## src/rtl/pfm_pkg.sv

```systemverilog
package pfm_pkg;

  // ************************************************************
  // sizes
  // ************************************************************
  localparam int PFM_NUM_PINS = 51;
  localparam int PFM_ADDR_W   = 8;
  localparam int PFM_DATA_W   = 8;
  localparam int PFM_BANKS    = 7;

  // ************************************************************
  // register map, one bank of eight pins per register except misc, a single register at 8'h40
  // ************************************************************
  localparam logic [7:0] PFM_OFS_DRIVE   = 8'h00;
  localparam logic [7:0] PFM_OFS_SLEW    = 8'h10;
  localparam logic [7:0] PFM_OFS_PULLUP  = 8'h20;
  localparam logic [7:0] PFM_OFS_PINSTAT = 8'h30;
  localparam logic [7:0] PFM_OFS_MISC    = 8'h40;
  localparam logic [7:0] PFM_BANK_MASK   = 8'hf0;

  // ************************************************************
  // misc register fields
  // ************************************************************
  localparam int PFM_MISC_IRQ_EN  = 0;
  localparam int PFM_MISC_USB_PU  = 1;
  localparam int PFM_MISC_IRQ_LVL = 2;

  // ************************************************************
  // reset values
  // ************************************************************
  localparam logic [7:0] PFM_RST_BANK = 8'h00;
  localparam logic [7:0] PFM_RST_MISC = 8'h00;

  // ************************************************************
  // pin owner encoding
  // ************************************************************
  typedef enum logic [1:0] {
    PFM_OWN_PORT = 2'b00,
    PFM_OWN_FIRST_ALTERNATE_FUNCTION = 2'b01,
    PFM_OWN_SECOND_ALTERNATE_FUNCTION = 2'b10
  } pfm_owner_t;

endpackage : pfm_pkg

```

## src/rtl/pfm_pin_cell.sv

```systemverilog
module pfm_pin_cell
  import pfm_pkg::*;
(
  input  wire logic clk,
  input  wire logic rst_n,
  input  wire logic port_dir,
  input  wire logic port_out,
  input  wire logic first_alternate_function_en,
  input  wire logic first_alternate_function_dir,
  input  wire logic first_alternate_function_out,
  input  wire logic second_alternate_function_en,
  input  wire logic second_alternate_function_dir,
  input  wire logic second_alternate_function_out,
  input  wire logic drive_hi,
  input  wire logic slew_lim,
  input  wire logic pullup_en,
  input  wire logic pad_in,
  output logic      pad_out,
  output logic      pad_oe,
  output logic      pad_drive_hi,
  output logic      pad_slew_lim,
  output logic      pad_pullup,
  output logic      in_val,
  output logic      owner_dir
);

  // ************************************************************
  // owner selection
  // ************************************************************
  pfm_owner_t owner;
  logic       sel_dir;
  logic       sel_out;
  logic       out_r;
  logic       oe_r;
  logic       dh_r;
  logic       sl_r;
  logic       pu_r;
  logic       in_r;

  assign owner = second_alternate_function_en ? PFM_OWN_SECOND_ALTERNATE_FUNCTION : (first_alternate_function_en ? PFM_OWN_FIRST_ALTERNATE_FUNCTION : PFM_OWN_PORT);

  always_comb begin
    case (owner)
      PFM_OWN_SECOND_ALTERNATE_FUNCTION: begin
        sel_dir = second_alternate_function_dir;
        sel_out = second_alternate_function_out;
      end
      PFM_OWN_FIRST_ALTERNATE_FUNCTION: begin
        sel_dir = first_alternate_function_dir;
        sel_out = first_alternate_function_out;
      end
      PFM_OWN_PORT: begin
        sel_dir = port_dir;
        sel_out = port_out;
      end
      default: begin
        sel_dir = 1'b0;
        sel_out = 1'b0;
      end
    endcase
  end

  // ************************************************************
  // pad registers
  // ************************************************************
  // reset to input, no pullup
  always_ff @(posedge clk or negedge rst_n) begin
    if (!rst_n) begin
      out_r <= 1'b0;
      oe_r  <= 1'b0;
      dh_r  <= 1'b0;
      sl_r  <= 1'b0;
      pu_r  <= 1'b0;
      in_r  <= 1'b0;
    end else begin
      out_r <= sel_out;
      oe_r  <= sel_dir;
      dh_r  <= sel_dir & drive_hi;
      sl_r  <= sel_dir & slew_lim;
      pu_r  <= ~sel_dir & pullup_en;
      // input fed to every function; glitches on switch are accepted
      in_r  <= pad_in;
    end
  end

  assign pad_out      = out_r;
  assign pad_oe       = oe_r;
  assign pad_drive_hi = dh_r;
  assign pad_slew_lim = sl_r;
  assign pad_pullup   = pu_r;
  assign in_val       = in_r;
  assign owner_dir    = sel_dir;

endmodule // pfm_pin_cell

```

## src/rtl/pfm_pin_mux.sv

```systemverilog
// The plain strobed port and the register addresses are this design's own decisions.
module pfm_pin_mux
  import pfm_pkg::*;
#(
  parameter int NPINS = PFM_NUM_PINS
) (
  input  wire logic                  MCLK,
  input  wire logic                  RSTN,
  input  wire logic [PFM_ADDR_W-1:0] ADDR,
  input  wire logic [PFM_DATA_W-1:0] WDATA,
  input  wire logic                  WR,
  input  wire logic                  RD,
  output logic      [PFM_DATA_W-1:0] RDATA,
  input  wire logic [NPINS-1:0]      PORT_DIR,
  input  wire logic [NPINS-1:0]      PORT_OUT,
  input  wire logic [NPINS-1:0]      FIRST_ALTERNATE_FUNCTION_EN,
  input  wire logic [NPINS-1:0]      FIRST_ALTERNATE_FUNCTION_DIR,
  input  wire logic [NPINS-1:0]      FIRST_ALTERNATE_FUNCTION_OUT,
  input  wire logic [NPINS-1:0]      SECOND_ALTERNATE_FUNCTION_EN,
  input  wire logic [NPINS-1:0]      SECOND_ALTERNATE_FUNCTION_DIR,
  input  wire logic [NPINS-1:0]      SECOND_ALTERNATE_FUNCTION_OUT,
  output logic      [NPINS-1:0]      PIN_IN,
  input  wire logic [NPINS-1:0]      PAD_I,
  output logic      [NPINS-1:0]      PAD_O,
  output logic      [NPINS-1:0]      PAD_OE,
  output logic      [NPINS-1:0]      PAD_DRIVE_HI,
  output logic      [NPINS-1:0]      PAD_SLEW_LIM,
  output logic      [NPINS-1:0]      PAD_PULLUP,
  input  wire logic                  INT_PIN_I,
  output logic                       INT_REQ_LEVEL,
  output logic                       BRANCH_IF_INT_PIN_HIGH,
  output logic                       BRANCH_IF_INT_PIN_LOW,
  output logic                       TIMER_EXTERNAL_CLOCK_INPUT,
  output logic                       POSITIVE_LINE_PULLUP
);

  localparam int NREG = PFM_BANKS * 8;

  // ************************************************************
  // reset release
  // ************************************************************
  logic rst_s1_r;
  logic rst_n_r;

  always_ff @(posedge MCLK or negedge RSTN) begin
    if (!RSTN) begin
      rst_s1_r <= 1'b0;
      rst_n_r  <= 1'b0;
    end else begin
      rst_s1_r <= 1'b1;
      rst_n_r  <= rst_s1_r;
    end
  end

  // ************************************************************
  // register file
  // ************************************************************
  logic [PFM_DATA_W-1:0] drive_r  [PFM_BANKS];
  logic [PFM_DATA_W-1:0] slew_r   [PFM_BANKS];
  logic [PFM_DATA_W-1:0] pullup_r [PFM_BANKS];
  logic [PFM_DATA_W-1:0] misc_r;
  logic [PFM_DATA_W-1:0] rdata_r;
  logic [PFM_DATA_W-1:0] rdata_nxt;
  logic [NREG-1:0]       drive_flat;
  logic [NREG-1:0]       slew_flat;
  logic [NREG-1:0]       pullup_flat;
  logic [NREG-1:0]       stat_flat;
  logic [NPINS-1:0]      in_vec;
  logic [7:0]            bank_base;
  logic [7:0]            bank_idx;
  logic                  bank_ok;
  logic                  irq_en;
  logic                  irq_lvl_r;

  function automatic logic [7:0] bank_of(input logic [7:0] a);
    return a & ~PFM_BANK_MASK;
  endfunction

  assign bank_base = ADDR & PFM_BANK_MASK;
  assign bank_idx  = bank_of(ADDR);
  assign bank_ok   = (bank_idx < 8'(PFM_BANKS));

  always_ff @(posedge MCLK or negedge rst_n_r) begin
    if (!rst_n_r) begin
      for (int b = 0; b < PFM_BANKS; b++) begin
        drive_r[b]  <= PFM_RST_BANK;
        slew_r[b]   <= PFM_RST_BANK;
        pullup_r[b] <= PFM_RST_BANK;
      end
      misc_r <= PFM_RST_MISC;
    end else if (WR) begin
      if (bank_ok && bank_base == PFM_OFS_DRIVE) begin
        drive_r[bank_idx[2:0]] <= WDATA;
      end
      if (bank_ok && bank_base == PFM_OFS_SLEW) begin
        slew_r[bank_idx[2:0]] <= WDATA;
      end
      if (bank_ok && bank_base == PFM_OFS_PULLUP) begin
        pullup_r[bank_idx[2:0]] <= WDATA;
      end
      if (ADDR == PFM_OFS_MISC) begin
        misc_r <= WDATA;
      end
    end
  end

  always_comb begin
    drive_flat  = '0;
    slew_flat   = '0;
    pullup_flat = '0;
    stat_flat   = '0;
    for (int b = 0; b < PFM_BANKS; b++) begin
      drive_flat[b*8 +: 8]  = drive_r[b];
      slew_flat[b*8 +: 8]   = slew_r[b];
      pullup_flat[b*8 +: 8] = pullup_r[b];
    end
    stat_flat[NPINS-1:0] = in_vec;
  end

  // unmapped addresses read zero
  always_comb begin
    rdata_nxt = '0;
    if (RD) begin
      if (bank_ok && bank_base == PFM_OFS_DRIVE) begin
        rdata_nxt = drive_flat[bank_idx[2:0]*8 +: 8];
      end else if (bank_ok && bank_base == PFM_OFS_SLEW) begin
        rdata_nxt = slew_flat[bank_idx[2:0]*8 +: 8];
      end else if (bank_ok && bank_base == PFM_OFS_PULLUP) begin
        rdata_nxt = pullup_flat[bank_idx[2:0]*8 +: 8];
      end else if (bank_ok && bank_base == PFM_OFS_PINSTAT) begin
        rdata_nxt = stat_flat[bank_idx[2:0]*8 +: 8];
      end else if (ADDR == PFM_OFS_MISC) begin
        rdata_nxt = {5'h00, irq_lvl_r, misc_r[PFM_MISC_USB_PU], misc_r[PFM_MISC_IRQ_EN]};
      end
    end
  end

  always_ff @(posedge MCLK or negedge rst_n_r) begin
    if (!rst_n_r) begin
      rdata_r <= '0;
    end else begin
      rdata_r <= rdata_nxt;
    end
  end

  assign RDATA = rdata_r;

  // ************************************************************
  // pin cells
  // ************************************************************
  // one cell per shared pin
  for (genvar i = 0; i < NPINS; i++) begin : g_pin
    pfm_pin_cell u_cell (
      .clk          (MCLK),
      .rst_n        (rst_n_r),
      .port_dir     (PORT_DIR[i]),
      .port_out     (PORT_OUT[i]),
      .first_alternate_function_en      (FIRST_ALTERNATE_FUNCTION_EN[i]),
      .first_alternate_function_dir     (FIRST_ALTERNATE_FUNCTION_DIR[i]),
      .first_alternate_function_out     (FIRST_ALTERNATE_FUNCTION_OUT[i]),
      .second_alternate_function_en      (SECOND_ALTERNATE_FUNCTION_EN[i]),
      .second_alternate_function_dir     (SECOND_ALTERNATE_FUNCTION_DIR[i]),
      .second_alternate_function_out     (SECOND_ALTERNATE_FUNCTION_OUT[i]),
      .drive_hi     (drive_flat[i]),
      .slew_lim     (slew_flat[i]),
      .pullup_en    (pullup_flat[i]),
      .pad_in       (PAD_I[i]),
      .pad_out      (PAD_O[i]),
      .pad_oe       (PAD_OE[i]),
      .pad_drive_hi (PAD_DRIVE_HI[i]),
      .pad_slew_lim (PAD_SLEW_LIM[i]),
      .pad_pullup   (PAD_PULLUP[i]),
      .in_val       (in_vec[i]),
      .owner_dir    ()
    );
  end

  assign PIN_IN = in_vec;

  // ************************************************************
  // interrupt pin
  // ************************************************************
  assign irq_en = misc_r[PFM_MISC_IRQ_EN];

  // single registered copy; timer does its own synchronising
  always_ff @(posedge MCLK or negedge rst_n_r) begin
    if (!rst_n_r) begin
      irq_lvl_r <= 1'b0;
    end else begin
      irq_lvl_r <= INT_PIN_I;
    end
  end

  assign INT_REQ_LEVEL          = irq_en & irq_lvl_r;
  assign BRANCH_IF_INT_PIN_HIGH = irq_lvl_r;
  assign BRANCH_IF_INT_PIN_LOW  = ~irq_lvl_r;
  assign TIMER_EXTERNAL_CLOCK_INPUT = ~irq_en & irq_lvl_r;

  assign POSITIVE_LINE_PULLUP = misc_r[PFM_MISC_USB_PU];

endmodule // pfm_pin_mux

```

## config.mk

```make
export PLATFORM = sky130hd
export DESIGN_NAME = pfm_pin_mux
export DESIGN_NICKNAME = d
export VERILOG_FILES = /design/src/rtl/pfm_pkg.sv /design/src/rtl/pfm_pin_cell.sv /design/src/rtl/pfm_pin_mux.sv
export SDC_FILE = /design/constraint.sdc
export NUM_CORES = 1
export LEC_CHECK = 0
export BUFFER_PORTS_ARGS = -buffer_cell sky130_fd_sc_hd__buf_4
export CORE_AREA = 5 5 304 306
export CTS_CLUSTER_SIZE = 8
export DETAILED_ROUTE_END_ITERATION = 10
export DIE_AREA = 0 0 309 311
export PLACE_DENSITY_LB_ADDON = 0.08
export SLEW_MARGIN = 0
export SYNTH_ARGS = -nofsm -noshare
export SYNTH_HDL_FRONTEND = slang
export SYNTH_SLANG_ARGS = --single-unit
```

## constraint.sdc

```tcl
create_clock -name MCLK -period 14.3 [get_ports MCLK]
set_input_delay 0.715 -clock MCLK [delete_from_list [all_inputs] [get_ports MCLK]]
set_output_delay 0.715 -clock MCLK [all_outputs]
set_load 0.02 [all_outputs]
```

==> run_summary.xml <==
<?xml version="1.0" encoding="UTF-8"?>
<metrics>
  <group name="clock_tree">
    <metric name="cts_tree" unit="">built</metric>
    <metric name="cts.path.max_buffers" unit="">3</metric>
    <metric name="clockRootBuffer" unit="">sky130_fd_sc_hd__clkbuf_16</metric>
    <metric name="cts_resized" unit="">0</metric>
    <metric name="cts.clk_slew.worst_paths" unit="ns">0.05</metric>
    <metric name="h_tree_depth" unit="">3</metric>
    <metric name="post_cts_buffers" unit="">0</metric>
    <metric name="numCtsBuffers" unit="">72</metric>
    <metric name="postCtsHoldBufs" unit="">1</metric>
    <metric name="clock_sink_total" unit="">487</metric>
    <metric name="worstSkewPairLatency" unit="ns">0.61</metric>
  </group>
  <group name="die">
    <metric name="num_rows" unit="">110</metric>
    <metric name="io_pins" unit="">799</metric>
    <metric name="start_util" unit="%">24.7</metric>
    <metric name="die-area" unit="mm²">0.0961</metric>
    <metric name="y_dimension_of_the_die" unit="µm">311</metric>
    <metric name="die_w" unit="µm">309</metric>
    <metric name="core_area" unit="mm²">0.0893</metric>
  </group>
  <group name="drt">
    <metric name="via_per_inst" unit="">4.34</metric>
    <metric name="drtPass1Iterations" unit="">5</metric>
    <metric name="num_vias" unit="">15400</metric>
    <metric name="antenna_violating_nets_post_route" unit="">0</metric>
    <metric name="drt_first_iter_violations" unit="">673</metric>
    <metric name="drcViolationCount" unit="">0</metric>
    <metric name="wl_per_cell" unit="µm">24.7</metric>
    <metric name="wirelength" unit="mm">87.4</metric>
  </group>
  <group name="power_and_ir_drop">
    <metric name="power_leakage" unit="nW">14.9</metric>
    <metric name="totalPowerFinal" unit="mW">3.50</metric>
    <metric name="power.density_cell_area" unit="mW/mm²">120</metric>
    <metric name="vdd_ir_drop_max" unit="V">0.0000708</metric>
  </group>
  <group name="grt">
    <metric name="gr-total-overflow" unit="">0</metric>
    <metric name="track_usage" unit="%">17.5</metric>
    <metric name="first_global_vias" unit="">16800</metric>
    <metric name="antenna_found_initial" unit="">11</metric>
    <metric name="wire_length_of_the_first_global_routing_pass" unit="mm">123</metric>
    <metric name="maximum_number_of_pins_on_one_net_before_global_route_repair" unit="">154</metric>
  </group>
  <group name="hold_path">
    <metric name="hold_path_startpoint" unit="">PAD_I[27]</metric>
    <metric name="hold-path-cell-count" unit="">1</metric>
    <metric name="holdPathEnd" unit="">g_pin[27].u_cell.in_val</metric>
    <metric name="hold_class" unit="">in -&gt; reg</metric>
  </group>
  <group name="timing">
    <metric name="setup_viol_count_final" unit="">0</metric>
    <metric name="worst_slew_margin_relative_to_its_limit" unit="%">19.5</metric>
    <metric name="rsz0062_at_grt" unit="">false</metric>
    <metric name="timing.final.crit_share" unit="%">22.5</metric>
    <metric name="report.final.hold_viol_count" unit="">0</metric>
    <metric name="fmax" unit="GHz">0.311</metric>
    <metric name="timing_worst_slew_pin_value" unit="ns">1.20</metric>
    <metric name="fin_worst_skew" unit="ns">0.0326</metric>
    <metric name="final.setup.tns" unit="ns">0</metric>
    <metric name="slew_violations" unit="">0</metric>
    <metric name="final_period_minus_worst_setup_slack" unit="ns">3.21</metric>
  </group>
  <group name="yosys">
    <metric name="synth-compound-area-share" unit="%">6.19</metric>
    <metric name="portion_of_netlist_area_occupied_by_mux_cells" unit="%">16.8</metric>
    <metric name="synth-warning-count" unit="">0</metric>
    <metric name="ys_types" unit="">61</metric>
    <metric name="syn_nets" unit="">2300</metric>
    <metric name="ys_async_sr_fraction" unit="%">100</metric>
    <metric name="synth_xor_xnor_area_share" unit="%">0</metric>
    <metric name="synth_adder_area_share" unit="%">0</metric>
    <metric name="post_synth_and_or_nand_nor_area_fraction" unit="%">9.06</metric>
    <metric name="synth_top_family_by_area" unit="">multiplexers</metric>
    <metric name="syn-mean-instance-area" unit="µm²">12.1</metric>
    <metric name="primary_ff_master_synth" unit="">sky130_fd_sc_hd__dfrtp_1</metric>
    <metric name="post_synthesis_sequential_element_count" unit="">487</metric>
    <metric name="synth_enable_flop_cells" unit="">0</metric>
    <metric name="synth.cell_area" unit="mm²">0.0220</metric>
    <metric name="synth_seq_area_share" unit="%">55.3</metric>
    <metric name="synthCells" unit="">1820</metric>
  </group>
  <group name="setup_path">
    <metric name="crit_required" unit="ns">14.89</metric>
    <metric name="rrSetupSlack" unit="ns">11.09</metric>
    <metric name="timing.critical_path.from_type" unit="">flip-flop</metric>
    <metric name="worst_setup_path_end_kind" unit="">asynchronous set/reset pin</metric>
    <metric name="ff2ff_path_depth" unit="">3</metric>
    <metric name="crit_path_max_fanout" unit="">71</metric>
    <metric name="r2r-end" unit="">g_pin[46].u_cell.pad_out</metric>
    <metric name="crit-reg2reg-launch" unit="">rst_n_r</metric>
    <metric name="worst-endpoint-arrival" unit="ns">3.80</metric>
    <metric name="critical_path_class" unit="">reg -&gt; async</metric>
  </group>
  <group name="layout">
    <metric name="final_layout_size_suffix_gt1_share" unit="%">47.1</metric>
    <metric name="stdcell_area" unit="mm²">0.0290</metric>
    <metric name="fin_util" unit="%">32.5</metric>
    <metric name="nNetsFinal" unit="">2826</metric>
    <metric name="syn2layout_area_growth" unit="%">31.8</metric>
    <metric name="layout.cells.most_common_list" unit="">sky130_fd_sc_hd__buf_4 (806), sky130_fd_sc_hd__dfrtp_1 (486), sky130_fd_sc_hd__mux2_2 (185)</metric>
    <metric name="final.fill_count" unit="">9112</metric>
    <metric name="most_common_library_cell_in_the_layout_ignoring_fill_and_taps" unit="">sky130_fd_sc_hd__buf_4</metric>
  </group>
  <group name="placed_design">
    <metric name="post-dp-hpwl" unit="mm">67.9</metric>
    <metric name="dpl_cell_area" unit="mm²">0.0270</metric>
    <metric name="place_congestion" unit="">0.878</metric>
    <metric name="place.port_buffers" unit="">798</metric>
  </group>
  <group name="flow_run">
    <metric name="max_cap_violations" unit="">0</metric>
  </group>
  <group name="run_status">
    <metric name="run_status" unit="">complete, no violations</metric>
  </group>
</metrics>
-- through the flow --
step	worst slack, ns	cells	hold slack, ns
floorplan	6.37	1820	0.331
global route	10.44	3538	0.165
global placement	10.52	3447	0.326
CTS	10.88	3537	0.159
detailed placement	10.47	3447	0.337
finish	11.09	3540	0.208
-- logic make-up (layout without fill, tap and decap cells) --
family | count (synthesis) | in the layout
buffers and inverters | 416 | 957
AO/OA/AOI/OAI | 221 | 221
AND/OR/NAND/NOR | 357 | 357
multiplexers | 338 | 338
other | 1 | 4
flip-flops | 487 | 487
-- how the worst max path moves through the flow --
stage,startpoint,to,slack (ns)
global placement,ADDR[0],slew_flat[40],10.52
CTS,rst_n_r,g_pin[46].u_cell.pad_out,10.88
detailed placement,ADDR[0],slew_flat[47],10.47
finish,rst_n_r,g_pin[46].u_cell.pad_out,11.09
floorplan,rst_n_r,BRANCH_IF_INT_PIN_HIGH,6.37
global route,rst_n_r,g_pin[46].u_cell.pad_out,10.44
-- critical path: stages, from the launching register on --
cell and delay (ns):
sky130_fd_sc_hd__dfrtp_4 0.76, sky130_fd_sc_hd__buf_4 0.68, sky130_fd_sc_hd__buf_4 0.73, sky130_fd_sc_hd__buf_4 0.80
-- sequential cells by signal (all words and copies together) (netlist names) --
register	count
BRANCH_IF_INT_PIN_HIGH	1
RDATA	8
drive_flat	56
g_pin.u_cell.in_val	51
g_pin.u_cell.pad_drive_hi	51
g_pin.u_cell.pad_oe	51
g_pin.u_cell.pad_out	51
g_pin.u_cell.pad_pullup	51
g_pin.u_cell.pad_slew_lim	51
misc_r	2
pullup_flat	56
rst_n_r	1
rst_s1_r	1
slew_flat	56
-- report_power, final --
| group | switching, mW | internal, mW |
|---|---|---|
| Clock | 0.626 | 0.934 |
| Combinational | 0.235 | 0.208 |
| Sequential | 0.0492 | 1.45 |
-- cell usage after synthesis (8+ instances only) --
| cell type | count | area, µm² |
|---|---|---|
| sky130_fd_sc_hd__buf_4 | 317 | 2380 |
| sky130_fd_sc_hd__a21oi_1 | 69 | 345 |
| sky130_fd_sc_hd__a2bb2oi_1 | 9 | 78.8 |
| sky130_fd_sc_hd__nor2_1 | 71 | 267 |
| sky130_fd_sc_hd__nor2b_1 | 109 | 682 |
| sky130_fd_sc_hd__nand2b_1 | 9 | 56.3 |
| sky130_fd_sc_hd__mux2_2 | 185 | 2080 |
| sky130_fd_sc_hd__mux2i_1 | 146 | 1460 |
| sky130_fd_sc_hd__inv_1 | 59 | 221 |
| sky130_fd_sc_hd__dfrtp_1 | 487 | 12200 |
| sky130_fd_sc_hd__o211ai_1 | 12 | 90.1 |
| sky130_fd_sc_hd__o21ai_0 | 69 | 345 |
| sky130_fd_sc_hd__and2_1 | 51 | 319 |
| sky130_fd_sc_hd__clkbuf_1 | 28 | 105 |
| sky130_fd_sc_hd__o22ai_1 | 14 | 87.6 |
| sky130_fd_sc_hd__buf_2 | 10 | 50.1 |
| sky130_fd_sc_hd__nand2_1 | 76 | 285 |
| sky130_fd_sc_hd__o221ai_1 | 8 | 70.1 |
-- area by class of cell --
type                            count  area, µm²  area share, %
Tap cell                         1176       1470           5.07
Inverter                           59        221          0.763
Timing Repair Buffer              809       6090           21.0
Clock inverter                      8        116          0.401
Clock buffer                       81       1870           6.43
Antenna cell                        3       7.51         0.0259
Multi-Input combinational cell    917       7070           24.4
Sequential cell                   487      12200           42.0
-- routing by layer --
layer	routed length, µm	track usage [%]	vias up
met2	43300	29.9	620
met5	13	0	-
met1	35400	21.7	7677
met4	2620	5.03	2
li1	-	-	6937
met3	6110	4.69	129
(Power assumes the default switching activity.)
